--- config.mk ---
export PLATFORM = sky130hd
export DESIGN_NAME = tsr_status_bank
export DESIGN_NICKNAME = d
export VERILOG_FILES = /design/src/tsr_pkg.sv /design/src/tsr_status_bank.sv
export SDC_FILE = /design/constraint.sdc
export NUM_CORES = 1
export LEC_CHECK = 0
export ABC_AREA = 1
export BUFFER_PORTS_ARGS = -buffer_cell sky130_fd_sc_hd__buf_2
export CAP_MARGIN = 10
export CORE_ASPECT_RATIO = 1.4
export CORE_MARGIN = 4
export CORE_UTILIZATION = 30
export CTS_CLUSTER_DIAMETER = 150
export DETAILED_ROUTE_END_ITERATION = 8
export PLACE_DENSITY = 0.6
export RECOVER_POWER = 100
export SLEW_MARGIN = 20
export SYNTH_ARGS = -nofsm -noshare
export SYNTH_HDL_FRONTEND = slang
export SYNTH_SLANG_ARGS = --single-unit
--- constraint.sdc ---
create_clock -name mclk_i -period 3.9 [get_ports mclk_i]
set_clock_uncertainty 0.15 [all_clocks]
set_input_delay 1.17 -clock mclk_i [delete_from_list [all_inputs] [get_ports mclk_i]]
set_output_delay 1.17 -clock mclk_i [all_outputs]
set_load 0.02 [all_outputs]
--- src/tsr_pkg.sv ---
// Constants, command codes and carrier structs of the tester status and error register bank.
// Assumes one 200 MHz clock and that every user of these names writes tsr_pkg::name.
//
// Behaviour
// - Protection bit 5: current off by over ten percent.
// - Protection bit 4: remote enable input toggled.
// - Protection bit 3: voltage limiter engaged.
// - Protection bits 2,1,0: overload, overheat timer, temperature.
// - Higher variant timer: 10 min >40A, 30 min >20A.
// - Overload when power exceeds 150 or 220 VA.
// - Fail bit 2 upper, bit 1 lower.
// - Setting bit 3 resistance range, bit 2 power.
// - Setting bit 1: lower limit above upper.
// - Setting bit 0: test voltage above maximum.
// - Error bit 3 invalid message, bit 2 range.
// - Error bit 1 data, bit 0 syntax.
// - Clear-status zeroes all status registers, always accepted.
// - Event status query answers, then clears it.
// - Reset restores defaults, keeps interface settings.
// - Enable load refused in test or protection.
// - Buffer clear empties input, parser waits again.
// - Messages refused when their state flag forbids.
// - Identification answers model and firmware version always.
// - Event bit 4 on refused message.
// - Event bit 5 on syntax, data, range error.
// - Device status bit 1 shows bad setting.
package tsr_pkg;

   // Bit positions inside the protection register.
   localparam int PROT_CURRENT_DEVIATION_FLAG_BIT = 5;
   localparam int PROT_REN_BIT  = 4;
   localparam int PROT_VLIM_BIT = 3;
   localparam int PROT_OL_BIT   = 2;
   localparam int PROT_OHT_BIT  = 1;
   localparam int PROT_OT_BIT   = 0;
   // Bit positions inside the fail, event status, status byte and device status registers.
   localparam int FAIL_UP_BIT   = 2;
   localparam int FAIL_LO_BIT   = 1;
   localparam int ESR_EXEC_BIT  = 4;
   localparam int ESR_CMD_BIT   = 5;
   localparam int STB_ESB_BIT   = 5;
   localparam int STB_DSB_BIT   = 4;
   localparam int STB_MSS_BIT   = 6;
   localparam int DSR_BAD_BIT   = 1;
   // Masks of the implemented positions; all others stay zero.
   localparam logic [7:0] PROT_MASK = 8'h3f;
   localparam logic [7:0] FAIL_MASK = 8'h06;
   localparam logic [7:0] SET_MASK  = 8'h0f;
   localparam logic [7:0] ERR_MASK  = 8'h0f;
   localparam logic [7:0] ESR_MASK  = 8'h30;
   localparam logic [7:0] ZERO8     = 8'h00;
   // Analogue thresholds in the units of the measurement ports.
   localparam logic [15:0] AMP_40_DA     = 16'h0190;  // 40.0 A in 0.1 A units.
   localparam logic [15:0] AMP_20_DA     = 16'h00c8;  // 20.0 A in 0.1 A units.
   localparam logic [15:0] VA_LOW_RATED  = 16'h0096;  // 150 VA.
   localparam logic [15:0] VA_HIGH_RATED = 16'h00dc;  // 220 VA.
   localparam logic [15:0] VOLT_MAX_CV   = 16'h021c;  // 5.40 V in 0.01 V units.
   localparam logic [4:0]  DEV_TENTHS    = 5'h0a;     // Ten percent as a multiplier of the difference.
   // Timing of the overheat timer.
   localparam int unsigned CLK_MHZ      = 200;
   localparam int unsigned SEC_US       = 1000000;
   localparam int unsigned SEC_CYCLES   = CLK_MHZ * SEC_US;
   localparam logic [11:0] HOT40_SEC    = 12'h258;    // Ten minutes.
   localparam logic [11:0] HOT20_SEC    = 12'h708;    // Thirty minutes.

   // Command codes of the common and status messages.
   typedef enum logic [3:0] {
      TSR_CLS   = 4'h0, TSR_ESR_Q = 4'h1, TSR_IDN_Q = 4'h2, TSR_RST    = 4'h3,
      TSR_SRE   = 4'h4, TSR_SRE_Q = 4'h5, TSR_STB_Q = 4'h6, TSR_CLR    = 4'h7,
      TSR_ERR_Q = 4'h8, TSR_FAIL_Q = 4'h9, TSR_PROT_Q = 4'ha, TSR_SET_Q = 4'hb
   } tsr_cmd_e_t;

   // One decoded message from the parser.
   typedef struct packed {
      logic       valid;
      tsr_cmd_e_t code;
      logic [7:0] data;
   } tsr_cmd_t;

   // One answer to a query.
   typedef struct packed {
      logic        valid;
      logic [15:0] data;
   } tsr_resp_t;

endpackage : tsr_pkg

--- src/tsr_status_bank.sv ---
// Status, condition and error register bank with common-message execution.
// Assumes a decoded message port from the parser and synchronous condition inputs.
`timescale 1ns/1ps
module tsr_status_bank #(
   parameter int unsigned SEC_CYCLES = tsr_pkg::SEC_CYCLES,  // Cycles per second.
   parameter logic [7:0]  MODEL_ID   = 8'h5a,                // Arbitrary model code.
   parameter logic [7:0]  ROM_VER    = 8'h01                 // Arbitrary firmware code.
) (
   input  wire logic              mclk_i,
   input  wire logic              arst_n_i,
   input  wire tsr_pkg::tsr_cmd_t cmd_i,
   output tsr_pkg::tsr_resp_t     resp_o,
   input  wire logic              testing_i,
   input  wire logic              protect_i,
   input  wire logic              high_rated_i,
   input  wire logic              output_on_i,
   input  wire logic [15:0]       meas_current_i,
   input  wire logic [15:0]       set_current_i,
   input  wire logic [15:0]       meas_power_i,
   input  wire logic              remote_enable_input_i,
   input  wire logic              voltage_limit_i,
   input  wire logic              overtemperature_i,
   input  wire logic              upper_fail_i,
   input  wire logic              lower_fail_i,
   input  wire logic              resistance_range_setting_i,
   input  wire logic              power_limit_setting_i,
   input  wire logic [15:0]       set_lower_i,
   input  wire logic [15:0]       set_upper_i,
   input  wire logic [15:0]       set_voltage_i,
   input  wire logic              invalid_msg_i,
   input  wire logic              range_err_i,
   input  wire logic              data_err_i,
   input  wire logic              syntax_err_i,
   input  wire logic [7:0]        dev_status_i,
   output logic [7:0]             protection_cause_o,
   output logic [7:0]             judgement_fail_o,
   output logic [7:0]             bad_setting_cause_o,
   output logic [7:0]             message_error_o,
   output logic [7:0]             event_status_o,
   output logic [7:0]             status_byte_o,
   output logic                   bad_setting_summary_o,
   output logic                   dev_status_clear_o,
   output logic                   factory_reset_o,
   output logic                   input_buffer_clear_o
);

   // Condition registers, event status and service request enable.
   logic [7:0]  prot_q, fail_q, set_q, err_q, esr_q, sre_q;
   logic [7:0]  prot_set, fail_set, set_set, err_set, esr_set;
   // Remote enable history for change detection.
   logic        ren_q;
   // Second divider and overheat counters.
   logic [31:0] tick_cnt_q;
   logic        sec_tick;
   logic [11:0] hot40_q, hot20_q;
   // Current deviation arithmetic.
   logic [15:0] cur_diff;
   logic [19:0] cur_diff_x10;
   // Message decode.
   logic        allowed;
   logic        exec;
   logic        refused;
   logic        do_cls;
   // Response register.
   tsr_pkg::tsr_resp_t resp_q;
   logic [15:0]         resp_d;
   logic [7:0]          stb;

   // Tells whether a message may run in the present state of the tester.
   function automatic logic msg_allowed(input tsr_pkg::tsr_cmd_e_t c, input logic tst,
                                        input logic prt);
      logic ok;
      ok = 1'b1;
      if (c == tsr_pkg::TSR_SRE) begin
         ok = !tst && !prt;
      end
      return ok;
   endfunction : msg_allowed

   // Decodes the message port against the availability flags.
   always_comb begin
      allowed = msg_allowed(cmd_i.code, testing_i, protect_i);
      exec    = cmd_i.valid && allowed;
      refused = cmd_i.valid && !allowed;
      do_cls  = exec && (cmd_i.code == tsr_pkg::TSR_CLS);
   end

   // Divides the clock down to a one-cycle pulse each second.
   always_ff @(posedge mclk_i or negedge arst_n_i) begin
      if (!arst_n_i) begin
         tick_cnt_q <= 32'h0000_0000;
      end else if (tick_cnt_q == 32'(SEC_CYCLES - 1)) begin
         tick_cnt_q <= 32'h0000_0000;
      end else begin
         tick_cnt_q <= tick_cnt_q + 32'h0000_0001;
      end
   end
   assign sec_tick = (tick_cnt_q == 32'(SEC_CYCLES - 1));

   // Counts seconds spent above each current threshold on the higher variant.
   always_ff @(posedge mclk_i or negedge arst_n_i) begin
      if (!arst_n_i) begin
         hot40_q <= 12'h000;
         hot20_q <= 12'h000;
      end else begin
         if (!high_rated_i || !output_on_i || meas_current_i <= tsr_pkg::AMP_40_DA) begin
            hot40_q <= 12'h000;
         end else if (sec_tick && hot40_q != tsr_pkg::HOT40_SEC) begin
            hot40_q <= hot40_q + 12'h001;
         end
         if (!high_rated_i || !output_on_i || meas_current_i <= tsr_pkg::AMP_20_DA) begin
            hot20_q <= 12'h000;
         end else if (sec_tick && hot20_q != tsr_pkg::HOT20_SEC) begin
            hot20_q <= hot20_q + 12'h001;
         end
      end
   end

   // Remembers the remote enable level to spot every change.
   always_ff @(posedge mclk_i or negedge arst_n_i) begin
      if (!arst_n_i) begin
         ren_q <= 1'b0;
      end else begin
         ren_q <= remote_enable_input_i;
      end
   end

   // Builds the set sources of every condition register.
   always_comb begin
      cur_diff = (meas_current_i > set_current_i) ? meas_current_i - set_current_i
                                                  : set_current_i - meas_current_i;
      cur_diff_x10 = 20'(cur_diff) * 20'(tsr_pkg::DEV_TENTHS);
      prot_set = tsr_pkg::ZERO8;
      prot_set[tsr_pkg::PROT_CURRENT_DEVIATION_FLAG_BIT] = output_on_i
                                         && (cur_diff_x10 > 20'(set_current_i));
      prot_set[tsr_pkg::PROT_REN_BIT]  = remote_enable_input_i ^ ren_q;
      prot_set[tsr_pkg::PROT_VLIM_BIT] = voltage_limit_i;
      prot_set[tsr_pkg::PROT_OL_BIT]   = meas_power_i > (high_rated_i ? tsr_pkg::VA_HIGH_RATED
                                                         : tsr_pkg::VA_LOW_RATED);
      prot_set[tsr_pkg::PROT_OHT_BIT]  = (hot40_q == tsr_pkg::HOT40_SEC)
                                         || (hot20_q == tsr_pkg::HOT20_SEC);
      prot_set[tsr_pkg::PROT_OT_BIT]   = overtemperature_i;
      fail_set = tsr_pkg::ZERO8;
      fail_set[tsr_pkg::FAIL_UP_BIT] = upper_fail_i;
      fail_set[tsr_pkg::FAIL_LO_BIT] = lower_fail_i;
      set_set = {4'h0, resistance_range_setting_i, power_limit_setting_i,
                 set_lower_i > set_upper_i, set_voltage_i > tsr_pkg::VOLT_MAX_CV};
      err_set = {4'h0, invalid_msg_i, range_err_i, data_err_i, syntax_err_i};
      esr_set = tsr_pkg::ZERO8;
      esr_set[tsr_pkg::ESR_EXEC_BIT] = refused;
      esr_set[tsr_pkg::ESR_CMD_BIT]  = range_err_i || data_err_i || syntax_err_i;
   end

   // Holds the sticky condition registers; a set in a clearing cycle wins.
   always_ff @(posedge mclk_i or negedge arst_n_i) begin
      if (!arst_n_i) begin
         prot_q <= tsr_pkg::ZERO8;
         fail_q <= tsr_pkg::ZERO8;
         set_q  <= tsr_pkg::ZERO8;
         err_q  <= tsr_pkg::ZERO8;
      end else begin
         prot_q <= ((do_cls ? tsr_pkg::ZERO8 : prot_q) | prot_set) & tsr_pkg::PROT_MASK;
         fail_q <= ((do_cls ? tsr_pkg::ZERO8 : fail_q) | fail_set) & tsr_pkg::FAIL_MASK;
         set_q  <= ((do_cls ? tsr_pkg::ZERO8 : set_q) | set_set) & tsr_pkg::SET_MASK;
         err_q  <= ((do_cls ? tsr_pkg::ZERO8 : err_q) | err_set) & tsr_pkg::ERR_MASK;
      end
   end

   // Holds the event status register, cleared by clear-status or by its own query.
   always_ff @(posedge mclk_i or negedge arst_n_i) begin
      if (!arst_n_i) begin
         esr_q <= tsr_pkg::ZERO8;
      end else if (do_cls || (exec && cmd_i.code == tsr_pkg::TSR_ESR_Q)) begin
         esr_q <= esr_set & tsr_pkg::ESR_MASK;
      end else begin
         esr_q <= (esr_q | esr_set) & tsr_pkg::ESR_MASK;
      end
   end

   // Loads the service request enable register; reset-to-defaults leaves it as it is.
   always_ff @(posedge mclk_i or negedge arst_n_i) begin
      if (!arst_n_i) begin
         sre_q <= tsr_pkg::ZERO8;
      end else if (exec && cmd_i.code == tsr_pkg::TSR_SRE) begin
         sre_q <= cmd_i.data;
      end
   end

   // Forms the status byte from the summaries and the enable register.
   always_comb begin
      stb = tsr_pkg::ZERO8;
      stb[tsr_pkg::STB_ESB_BIT] = |esr_q;
      stb[tsr_pkg::STB_DSB_BIT] = |dev_status_i || (|set_q);
      stb[tsr_pkg::STB_MSS_BIT] = |(stb & sre_q);
   end

   // Selects the answer to a query.
   always_comb begin
      resp_d = 16'h0000;
      unique case (cmd_i.code)
         tsr_pkg::TSR_ESR_Q:  resp_d = {8'h00, esr_q};
         tsr_pkg::TSR_IDN_Q:  resp_d = {MODEL_ID, ROM_VER};
         tsr_pkg::TSR_SRE_Q:  resp_d = {8'h00, sre_q};
         tsr_pkg::TSR_STB_Q:  resp_d = {8'h00, stb};
         tsr_pkg::TSR_ERR_Q:  resp_d = {8'h00, err_q};
         tsr_pkg::TSR_FAIL_Q: resp_d = {8'h00, fail_q};
         tsr_pkg::TSR_PROT_Q: resp_d = {8'h00, prot_q};
         tsr_pkg::TSR_SET_Q:  resp_d = {8'h00, set_q};
         default:             resp_d = 16'h0000;  // Non-query codes answer nothing.
      endcase
   end

   // Registers the answer one cycle after an accepted query.
   always_ff @(posedge mclk_i or negedge arst_n_i) begin
      if (!arst_n_i) begin
         resp_q <= '0;
      end else begin
         resp_q.valid <= exec && (cmd_i.code inside {tsr_pkg::TSR_ESR_Q, tsr_pkg::TSR_IDN_Q,
                         tsr_pkg::TSR_SRE_Q, tsr_pkg::TSR_STB_Q, tsr_pkg::TSR_ERR_Q,
                         tsr_pkg::TSR_FAIL_Q, tsr_pkg::TSR_PROT_Q, tsr_pkg::TSR_SET_Q});
         resp_q.data  <= resp_d;
      end
   end

   // Registers the one-cycle action strobes sent to the rest of the tester.
   always_ff @(posedge mclk_i or negedge arst_n_i) begin
      if (!arst_n_i) begin
         dev_status_clear_o   <= 1'b0;
         factory_reset_o      <= 1'b0;
         input_buffer_clear_o <= 1'b0;
      end else begin
         dev_status_clear_o   <= do_cls;
         factory_reset_o      <= exec && cmd_i.code == tsr_pkg::TSR_RST;
         input_buffer_clear_o <= exec && cmd_i.code == tsr_pkg::TSR_CLR;
      end
   end

   // Drives the register views.
   assign resp_o                = resp_q;
   assign protection_cause_o    = prot_q;
   assign judgement_fail_o      = fail_q;
   assign bad_setting_cause_o   = set_q;
   assign message_error_o       = err_q;
   assign event_status_o        = esr_q;
   assign status_byte_o         = stb;
   assign bad_setting_summary_o = |set_q;
endmodule : tsr_status_bank
; ---- Word-level counts from Yosys, hierarchy flattened
; Index checks and enable logic that the tools add are counted.
[totals]
mem_bits_rw = 0
latchBits = 0
register_bits = 107
mem_count = 0
rom_bits = 0
[op_classes]
n_mul = 1
n_mux = 14
n_reduce_logical = 33
n_eq_ne = 16
n_addsub = 5
shifts = 0
n_bitwise = 7
n_lt_le_gt_ge = 7
div_mod_pow = 0
[ops]
columns = op, count
row1 = $pmux W15 S8, 1
row2 = $mux W12, 4
row3 = $add A32 B1 Y32 const B, 1
row4 = $eq A32 B28 Y1 const B, 1
row5 = $gt A16 B16 Y1, 2
row6 = $mux W32, 1
row7 = $sub A16 B16 Y16, 2
row8 = $add A12 B1 Y12 const B, 2
row9 = $reduce_or A8 Y1, 3
row10 = $gt A20 B16 Y1, 1
row11 = $mul A16 B3 Y19 const B, 1
row12 = $eq A4 B3 Y1 const B, 4
row13 = $eq A4 B4 Y1 const B, 4
row14 = $gt A16 B10 Y1 const B, 1
row15 = $gt A16 B8 Y1, 1
row16 = $le A16 B8 Y1 const B, 1
row17 = $le A16 B9 Y1 const B, 1
row18 = $mux W16, 1
row19 = $eq A12 B10 Y1 const B, 1
row20 = $eq A12 B11 Y1 const B, 1
row21 = $logic_and A1 B1 Y1, 12
row22 = $mux W6, 2
row23 = $ne A12 B10 Y1 const B, 1
row24 = $ne A12 B11 Y1 const B, 1
row25 = 17 further kinds, 33

; ---- Depth between registers and ports, before layout
; Gate-level depths: netlist of run 1.
[depth]
ltp_word = 7
depth_mapped = 37
depth_no_buf = 37

; ---- Worst setup path after synthesis of run 1
; Ideal clock, no wire load.
[synth_timing]
kind = input to register
from = input port meas_current_i[0]
to = register prot_q[5], in the netlist protection_cause_o[5]
setup_ns = 0.116
required_time_ns = 3.634
arrival_ns = 5.724
cell_stages = 37
slack_ns = -2.091
path_cell_list = inv_1 ha_1 inv_1 fa_1 nand3_1 nand2_1 nand2_1 nand2_1 nand2_1 nand2_1 nand2_2 inv_2 buf_2 o21ai_0 xor2_1 inv_1 ha_1 ha_1 a21o_1 a31oi_1 o21ai_0 a21boi_0 o21ai_0 nand2_1 nand2_1 xor2_1 ha_1 nand2_1 nor2_1 a211oi_1 nand2_1 nand2_1 nand3_1 nor2_1 nand3_1 nand2_1 nand2_1
[synth_between]
elab_chain_len = 6
[synth_rtl]
columns = element, line_no
row1 = "start, declared", tsr_status_bank.sv:17  ; input wire logic [15:0] meas_current_i,
row2 = $sub A16 B16 Y16 (tied with other cells), tsr_status_bank.sv:131  ; : set_current_i - meas_current_i;
row3 = $mux W16 *, tsr_status_bank.sv:130  ; cur_diff = (meas_current_i > set_current_i) ? meas_current_i - set_current_i
row4 = $mul A16 B3 Y19 *, tsr_status_bank.sv:132  ; cur_diff_x10 = 20'(cur_diff) * 20'(tsr_pkg::DEV_TENTHS);
row5 = $gt A20 B16 Y1 *, tsr_status_bank.sv:135  ; && (cur_diff_x10 > 20'(set_current_i));
row6 = $logic_and A1 B1 Y1 *, tsr_status_bank.sv:135
row7 = $or A6 B6 Y6 *, tsr_status_bank.sv:162  ; prot_q <= ((do_cls ? tsr_pkg::ZERO8 : prot_q) | prot_set) & tsr_pkg::PROT_MASK;
row8 = "end signal, assigned", tsr_status_bank.sv:157  ; prot_q <= tsr_pkg::ZERO8;
row9 = "end signal, assigned", tsr_status_bank.sv:162
row10 = "end, declared", tsr_status_bank.sv:48  ; logic [7:0] prot_q, fail_q, set_q, err_q, esr_q, sre_q;
; Mark *: on every way between the ends. The rest lies on a longest branch, timed or not.
; A chain may end at the register's enable or synchronous reset.

; ---- Worst setup path after layout of run 1
[layout_timing]
from = input port meas_current_i[8]
to = register prot_q[5], in the netlist protection_cause_o[5]
; The elaborated chain is that of the path after synthesis.

==> reports/metrics.yaml, run 1 <==
status: "finished with violations"
violations: "setup timing"
slowest_stage: "fa_2"
rsz0062_at_grt: "true"
gp_congestion: 0.932
p_leak_nw: 6.23
rr_startpoint: "tick_cnt_q[0]"
worst_slack_ns: -1.42
critPathLaunch: "meas_current_i[8]"
ys_ff_latch: 96
ys_types: 50
wire_per_inst_microns: 14.1
cp-start-kind: "input port"
end_kind: "flop"
grt_antenna_before_repair: 0
clkLatencyLatePin_ns: 0.35
first_iter_violations: 332
globalRouteTotalUtil_pct: 17.4
htree_levels: 3
worst_hold_path_type: "flop to flop"
cts_tree: "yes"
synth_cells: 1219
ctsLongestPathBuffers: 2
fin_crit_ns: 5.32
grt_pass1_wl_microns: 44500
final_nets: 1825
layout.cells.most_common: "nand2_1"
ff2ff_setup_slack_ns: 0.55
post-place-cells: 1944
min_from: "tick_cnt_q[0]"
peakVddDrop_mv: 0.238
cp.arrival_ns: 5.46
critPathMaxFanout: 5
synthArstFlopShare_pct: 100
syn_area_sq_um: 8650
grt_pass1_vias: 9218
max_stage_delay_ns: 0.37
core_area_sq_um: 28400
pin_count: 203
cts_made_buffers: 9
overflow: 0
vias: 9149
first_pass_iters: 5
slew_headroom_pct: 14.3
hold_viol: 0
ys.flop_type: "dfrtp_1"
synth_edf_count: 0
place_hpwl_microns: 23400
place_area_sq_um: 11400
cts_hold_buf: 0
cap_violations: 0
layout-drive-gt1-share_pct: 27.9
min_period_over_period_pct: 136
setup_viol: 1
final_cell_mix: "244 x nand2_1, 209 x inv_1, 198 x buf_4"
antenna_cells: 0
routed_wl_microns: 27700
placement_rows: 73
cp.required_ns: 4.04
initial_core_util_pct: 30.5
ant_nets: 0
die_h_microns: 209
final_cell_count_no_fill: 1971
cp_common_cell: "nand2_1"
drc: 0
avgSynthCellArea_sq_um: 7.10
io_buffers: 171
p_per_area_nw_per_um2: 415
grt_max_degree: 53
via_per_inst: 4.64
clkSlewWorstSetupHoldPaths_ns: 0.07
die_x_microns: 152
timing.fmax_mhz: 188
critical_path_class: "input port to flop"
ys_warn_count: 0
fillers: 2914
final_cell_area_sq_um: 12000
syn_to_final_growth_pct: 39.3
worst_pin_slew_ns: 1.29
synth_seq_area_share_pct: 27.8
slew_violations: 0
clock_sinks: 96
cts.root.buffer_cell: "clkbuf_16"
die_area_sq_um: 31700
worst max-delay path, delay by kind of cell:
family                     cells  cell delay, ns
AOI/OAI and AO/OA              1            0.15
and+or+nand+nor               20            1.69
adders and majority gates      5            1.46
buffers and inverters          7            0.69
xor gates and xnor gates       2            0.29
area by class of cell:
class / instances / area (sq um) / area share, %
Timing Repair Buffer: 373 / 2340 / 19.5
Multi-Input combinational cell: 890 / 5680 / 47.1
Inverter: 221 / 850 / 7.05
Clock buffer: 10 / 229 / 1.90
Sequential cell: 96 / 2400 / 19.9
Clock inverter: 6 / 76.3 / 0.633
Tap cell: 375 / 469 / 3.89
where the power goes:
part | total [mW] | switching [mW] | internal (mW)
clock network | 0.914 | 0.406 | 0.508
registers | 1.06 | 0.0232 | 1.03
logic | 3.03 | 1.51 | 1.52
flip-flops by register name, indices dropped and copies added, names as in the netlist, 2 cells and up:
name	flops
tick_cnt_q	32
hot20_q	12
hot40_q	12
resp_o	10
sre_q	8
protection_cause_o	6
bad_setting_cause_o	4
message_error_o	4
event_status_o	2
judgement_fail_o	2
cells in the mapped netlist (2+ instances only):
library cell	number	area (sq um)
a21o_1	9	67.6
buf_2	4	20.0
o21a_1	3	22.5
clkbuf_1	3	11.3
nand3_2	3	30.0
a31oi_1	7	43.8
nand2_2	4	25.0
mux2_2	6	67.6
nor3_4	2	32.5
a21oi_1	79	395
nor2_1	97	364
fa_1	3	60.1
o21ai_1	10	50.1
o21ai_0	45	225
nor2_2	4	25.0
nor3b_1	2	15.0
o211ai_1	3	22.5
o221ai_1	3	26.3
nor4_1	18	113
nand3b_1	4	30.0
nand3_1	68	340
nand2_1	254	953
buf_4	35	263
inv_2	5	18.8
xor2_1	33	289
nor3_1	43	215
ha_1	97	1210
dfrtp_1	96	2400
nand4_1	16	100
o2111ai_1	10	87.6
o31ai_1	3	22.5
o21bai_1	4	30.0
xnor2_1	13	114
inv_1	216	811
a211oi_1	2	15.0
cell families after synthesis:
family          synth area share (%)
fa+ha+maj                       14.7
simple gates                    26.3
buf+inv                         13.1
mux                            0.781
compound gates                  12.6
other cells                   0.0433
flops                           27.8
xor+xnor                        4.66
metal layers:
layer  vias up  GRT usage (%)  share of wire [%]
met4         0           7.22                4.0
met1      4251           19.4                 39
li1       4660              -                  -
met2       187           33.0                 53
met3        51           1.61                3.5
met5         -              0                  0
through the flow:
| step | worst slack (ns) | TNS (ns) | util, % | total power, mW | hold WS [ns] |
|---|---|---|---|---|---|
| after floorplan | -1.60 | -1.60 | - | 2.65 | 0.282 |
| after global placement | -2.04 | -2.04 | 40.1 | 3.74 | 0.294 |
| after detailed placement | -2.08 | -2.08 | 40.1 | 3.78 | 0.302 |
| after CTS | -1.31 | -1.31 | 42.5 | 4.91 | 0.311 |
| after global routing | -1.70 | -1.70 | 42.4 | 5.43 | 0.343 |
| final | -1.42 | -1.42 | 42.4 | 5.00 | 0.309 |
path summary, 6_finish.rpt:
path,to,cells after the start
worst max-delay path,protection_cause_o[5],35
worst max register to register,hot40_q[3],15
min in group asynchronous,resp_o[4],1
max in group asynchronous,tick_cnt_q[27],2
worst min-delay path,tick_cnt_q[0],1
worst min register to register,tick_cnt_q[0],1
timing repair:
action | 4_1_cts | 5_1_grt
pin swaps | 38 | 11
hold endpoints to repair | 0 | 0
buffers inserted | 9 | 1
cloned | 1 | 0
setup endpoints to repair | 1 | 1
resized for setup | 63 | 14
No activity file was read; power rests on OpenSTA's default activity.
==> inputs of run 2 (changes only) <==
--- a/config.mk
+++ b/config.mk
@@ -5,7 +5,6 @@
 export SDC_FILE = /design/constraint.sdc
 export NUM_CORES = 1
 export LEC_CHECK = 0
-export ABC_AREA = 1
 export BUFFER_PORTS_ARGS = -buffer_cell sky130_fd_sc_hd__buf_2
 export CAP_MARGIN = 10
 export CORE_ASPECT_RATIO = 1.4
==> reports/metrics.yaml, run 2 <==
ctsLongestPathBuffers: 2  # unchanged
gp_congestion: 0.890  # -4.5%
critical_path_class: "input port to flop"
io_buffers: 171  # unchanged
clock_sinks: 96  # unchanged
crit_buf_inv: 3  # -4
cap_violations: 1  # +1
r2r_cells: 8  # -7
wire_per_inst_microns: 15.7  # +12%
cp-start-kind: "input port"
htree_levels: 3  # unchanged
synth_edf_count: 0  # unchanged
core_area_sq_um: 26200  # -7.8%
r2r-end: "hot20_q[11]"
ys_warn_count: 0  # unchanged
place_area_sq_um: 10500  # -7.7%
max_stage_delay_ns: 0.38  # about the same
final_cell_count_no_fill: 1566  # -21%
reg_top3: "tick_cnt_q x32, hot20_q x12, hot40_q x12"
synth.most_common_cell: "ha_1"
ant_nets: 0  # unchanged
min_period_over_period_pct: 159  # +23 points
ys_types: 80  # +60%
initial_core_util_pct: 30.6  # +0.12 points
synth_seq_area_share_pct: 30.0  # +2.2 points
syn_to_final_growth_pct: 39.5
ys.flop_type: "dfrtp_1"
total_power_mw: 4.48  # -10%
worst_path_dominant_cell_family: "compound AO/OA/AOI/OAI gates"
drc: 0  # unchanged
first_pass_iters: 5  # unchanged
slew_headroom_pct: -28.9  # -43 points
cp.arrival_ns: 6.27  # +0.81 ns
grt_pass1_wl_microns: 38700  # -13%
clkLatencyLatePin_ns: 0.34  # about the same
p_per_area_nw_per_um2: 401  # -3.2%
p_leak_nw: 5.37  # -14%
dpl_worst_slack_ns: -2.87  # -0.784 ns
grt_max_degree: 79  # +49%
pin_count: 203  # unchanged
yosys.area.top_type: "dfrtp_1"
worst_pin_slew_ns: 1.93  # +0.648 ns
antenna_cells: 0  # unchanged
fillers: 2646  # -9.2%
peakVddDrop_mv: 0.523  # +120%
setup_viol: 1  # unchanged
final_nets: 1471  # -19%
layout-drive-gt1-share_pct: 32.9  # +4.9 points
violations: "capacitance limit, slew limit, setup timing"
die_x_microns: 146  # -3.6%
cts.root.buffer_cell: "clkbuf_16"
grt_pass1_vias: 7926  # -14%
timing.fmax_mhz: 161  # -14%
overflow: 0  # unchanged
fin_crit_ns: 6.21  # +0.886 ns
cts_tree: "yes"
placement_rows: 70  # -4.1%
critPathMaxFanout: 4  # -1
vias: 7764  # -15%
cp_common_cell: "ha_1"
worst_slack_ns: -2.31  # -0.886 ns
grt_antenna_before_repair: 2  # +2
min_from: "sre_q[3]"
globalRouteTotalUtil_pct: 16.1  # -1.3 points
synthTopCellsByArea: "dfrtp_1 30%, ha_1 15%, xnor2_1 5.1%"
postLayoutCoreUtil_pct: 42.7  # +0.25 points
final_cell_mix: "179 x buf_4, 119 x buf_2, 96 x dfrtp_1"
layout.cells.most_common: "buf_4"
ff2ff_setup_slack_ns: 0.90  # +0.35 ns
rsz0062_at_grt: "true"
slew_violations: 79  # +79
hold_viol: 0  # unchanged
die_area_sq_um: 29400  # -7.1%
synth_cells: 893  # -27%
die_h_microns: 201  # -3.7%
synthArstFlopShare_pct: 100  # unchanged
ys_ff_latch: 96  # unchanged
status: "finished with violations"
netlist.area_leader.share_pct: 30.0  # +2.2 points
slowest_stage: "fa_1"
holdPathStages: 1  # unchanged
regMostFlops: "tick_cnt_q"
worst_hold_path_type: "flop to flop"
cts_made_buffers: 9  # unchanged
avgSynthCellArea_sq_um: 8.97  # +26%
place_hpwl_microns: 20400  # -13%
largest_reg_flops: 32  # unchanged
rr_startpoint: "tick_cnt_q[20]"
via_per_inst: 4.96  # +6.8%
synth_commonest_cells: "97 x ha_1, 96 x dfrtp_1, 77 x nor2_1"
syn_area_sq_um: 8010  # -7.4%
post-place-cells: 1534  # -21%
routed_wl_microns: 24600  # -11%
final_cell_area_sq_um: 11200  # -7.3%
first_iter_violations: 315  # -5.1%
worstHoldEndpoint: "resp_o[3]"
cp.required_ns: 3.96  # -0.08 ns
clkSlewWorstSetupHoldPaths_ns: 0.06  # about the same
end_kind: "flop"
run 2: cells by family (layout without fill, tap and decap cells):
| family | after synthesis | after routing | share of synthesized area (%) |
|---|---|---|---|
| fa+ha+maj | 100 | 100 | 15.9 |
| compound gates | 187 | 187 | 16.9 |
| simple gates | 285 | 285 | 18.2 |
| xor+xnor | 72 | 72 | 7.87 |
| buf+inv | 128 | 447 | 7.72 |
| flops | 96 | 96 | 30.0 |
| other cells | 1 | 31 | 0.0468 |
| mux | 24 | 24 | 3.36 |
run 2: repair_timing:
| action | CTS | global route |
|---|---|---|
| resized for setup | 36 | 21 |
| gates cloned | 0 | 0 |
| buffers inserted | 11 | 6 |
| pin swaps | 33 | 32 |
| setup endpoints to repair | 1 | 1 |
| hold buffers | 0 | 0 |
run 2: layer usage:
| layer | global-route usage (%) | vias up | part of all wire, % |
|---|---|---|---|
| met5 | 0 | - | 0.089 |
| met4 | 7.70 | 4 | 4.5 |
| met2 | 30.4 | 218 | 53 |
| li1 | - | 3815 | - |
| met3 | 2.93 | 56 | 4.7 |
| met1 | 17.1 | 3671 | 38 |
run 2: report_power, final:
| part | leakage (nW) | switching [mW] | internal (mW) |
|---|---|---|---|
| registers | 1.23 | 0.0200 | 1.02 |
| clock network | 0.133 | 0.364 | 0.500 |
| logic | 4.00 | 1.23 | 1.34 |
| total | 5.37 | 1.62 | 2.87 |
run 2: final cells by class:
type / count / area [sq um] / area share (%)
Clock buffer: 12 / 236 / 2.12
Clock inverter: 4 / 53.8 / 0.481
Inverter: 70 / 288 / 2.58
Timing Repair Buffer: 361 / 2240 / 20.1
Sequential cell: 96 / 2400 / 21.5
Tap cell: 324 / 405 / 3.63
Multi-Input combinational cell: 699 / 5540 / 49.6
run 2: worst max path at each step:
stage / start / cells after the start / slack [ns] / endpoint
final: meas_current_i[0] / 27 / -2.31 / protection_cause_o[5]
after detailed placement: meas_current_i[0] / 26 / -2.87 / protection_cause_o[5]
after CTS: meas_current_i[0] / 30 / -2.34 / protection_cause_o[5]
after global placement: meas_current_i[0] / 26 / -2.90 / protection_cause_o[5]
after floorplan: meas_current_i[9] / 28 / -2.34 / protection_cause_o[5]
after global routing: set_current_i[0] / 27 / -2.59 / protection_cause_o[5]
run 2: metrics by stage:
step	TNS (ns)	hold WS, ns
after floorplan	-2.34	0.290
after global placement	-2.90	0.306
after detailed placement	-2.87	0.312
after CTS	-2.34	0.327
after global routing	-3.20	0.340
final	-2.31	0.325
==> inputs of run 3 (changes only) <==
--- a/config.mk
+++ b/config.mk
@@ -7,12 +7,14 @@
 export LEC_CHECK = 0
 export BUFFER_PORTS_ARGS = -buffer_cell sky130_fd_sc_hd__buf_2
 export CAP_MARGIN = 10
+export CELL_PAD_IN_SITES_DETAIL_PLACEMENT = 1
+export CELL_PAD_IN_SITES_GLOBAL_PLACEMENT = 2
 export CORE_ASPECT_RATIO = 1.4
 export CORE_MARGIN = 4
 export CORE_UTILIZATION = 30
 export CTS_CLUSTER_DIAMETER = 150
 export DETAILED_ROUTE_END_ITERATION = 8
-export PLACE_DENSITY = 0.6
+export PLACE_DENSITY = 0.87
 export RECOVER_POWER = 100
 export SLEW_MARGIN = 20
 export SYNTH_ARGS = -nofsm -noshare
==> reports/metrics.yaml, run 3 (synthesis results as in run 2) <==
slew_violations: 72  # -8.9%
vias: 8008  # +3.1%
cp.required_ns: 3.96  # about the same
crit_buf_inv: 6  # +3
cts_hold_buf: 0  # unchanged
initial_core_util_pct: 30.6  # unchanged
grt_pass1_wl_microns: 44600  # +15%
reg_top3: "tick_cnt_q x32, hot20_q x12, hot40_q x12"
ctsLongestPathBuffers: 2  # unchanged
slew_headroom_pct: -17.8  # +11 points
cts.root.buffer_cell: "clkbuf_16"
slowest_stage: "or4_4"
final_cell_count_no_fill: 1568  # +0.13%
place_hpwl_microns: 23200  # +14%
cp_common_cell: "buf_4"
placement_rows: 70  # unchanged
grt_max_degree: 72  # -8.9%
worst_slack_ns: -2.53  # -0.227 ns
hold_viol: 0  # unchanged
die_x_microns: 146  # unchanged
htree_levels: 3  # unchanged
pin_count: 203  # unchanged
wire_per_inst_microns: 17.9  # +14%
max_stage_delay_ns: 0.50  # +0.12 ns
final_cell_mix: "181 x buf_4, 129 x buf_2, 96 x dfrtp_1"
layout.cells.most_common: "buf_4"
min_period_over_period_pct: 165  # +5.8 points
cts_tree: "yes"
io_buffers: 171  # unchanged
min_from: "tick_cnt_q[31]"
grt_pass1_vias: 8933  # +13%
worst_pin_slew_ns: 1.77  # -0.166 ns
ant_nets: 0  # unchanged
p_per_area_nw_per_um2: 415  # +3.4%
dpl_worst_slack_ns: -3.06  # -0.188 ns
rsz0062_at_grt: "true"
gp_congestion: 0.919  # +3.2%
cp.arrival_ns: 6.49  # +0.22 ns
regMostFlops: "tick_cnt_q"
layout-drive-gt1-share_pct: 32.9  # +0.054 points
routed_wl_microns: 28000  # +14%
first_pass_iters: 4  # -1
clkLatencyLatePin_ns: 0.34  # about the same
rr_startpoint: "tick_cnt_q[20]"
setup_viol: 1  # unchanged
cp-start-kind: "input port"
peakVddDrop_mv: 0.367  # -30%
first_iter_violations: 298  # -5.4%
via_per_inst: 5.11  # +3.0%
critPathLaunch: "meas_current_i[8]"
end_kind: "flop"
violations: "capacitance limit, slew limit, setup timing"
status: "finished with violations"
die_area_sq_um: 29400  # unchanged
worst_path_dominant_cell_family: "compound AO/OA/AOI/OAI gates"
cts_made_buffers: 9  # unchanged
worst_hold_path_type: "flop to flop"
post-place-cells: 1544  # +0.65%
clkSlewWorstSetupHoldPaths_ns: 0.07  # about the same
p_leak_nw: 5.39  # +0.40%
whs_ns: 0.332  # +0.00761 ns
clock_sinks: 96  # unchanged
fin_crit_ns: 6.43  # +0.227 ns
cap_violations: 1  # unchanged
globalRouteTotalUtil_pct: 18.6  # +2.5 points
timing.fmax_mhz: 155  # -3.5%
critPathMaxFanout: 3  # -1
die_h_microns: 201  # unchanged
drc: 0  # unchanged
syn_to_final_growth_pct: 38.7
critical_path_class: "input port to flop"
overflow: 0  # unchanged
largest_reg_flops: 32  # unchanged
core_area_sq_um: 26200  # unchanged
grt_antenna_before_repair: 1  # -1
final_nets: 1472  # +0.068%
total_power_mw: 4.61  # +2.8%
## run 3: per-stage QoR
step	setup TNS (ns)	instance area [sq um]	util [%]
finish	-2.53	11100	42.4
global route	-2.71	11100	42.4
CTS	-2.54	11100	42.3
detailed placement	-3.06	10600	40.5
global placement	-2.82	10600	40.5
floorplan	-2.34	8320	-
## run 3: final timing paths
path,slack (ns),to,cells after the start
max,-2.53,protection_cause_o[5],27
min,0.33,tick_cnt_q[31],1
max reg2reg,0.57,hot20_q[11],8
min reg2reg,0.33,tick_cnt_q[31],1
max in group asynchronous,0.90,tick_cnt_q[19],2
min in group asynchronous,1.13,sre_q[7],1
## run 3: where the power goes
part	switching (mW)	leakage, nW	internal, mW
Combinational	1.33	4.02	1.36
Sequential	0.0212	1.23	1.02
Clock	0.378	0.141	0.497
Total	1.73	5.39	2.88
## run 3: per-layer routing
layer,track usage (%),up-vias,part of all wire (%)
met5,0,-,0
met1,18.7,3910,36
li1,-,3824,-
met2,36.2,189,55
met4,11.3,0,6.1
met3,2.05,85,2.6
## run 3: cell type report
cell class	instances	area (sq um)
Tap cell	324	405
Clock buffer	9	225
Sequential cell	96	2400
Antenna cell	1	2.50
Multi-Input combinational cell	699	5460
Clock inverter	7	72.6
Inverter	70	285
Timing Repair Buffer	362	2260
Fill cell	3134	15100
## run 3: repair_timing
item                                    4_1_cts  5_1_grt
setup buffers                                 5        2
gates resized for setup                      20       12
endpoints found under the setup margin        1        1
pin swaps                                    38       20
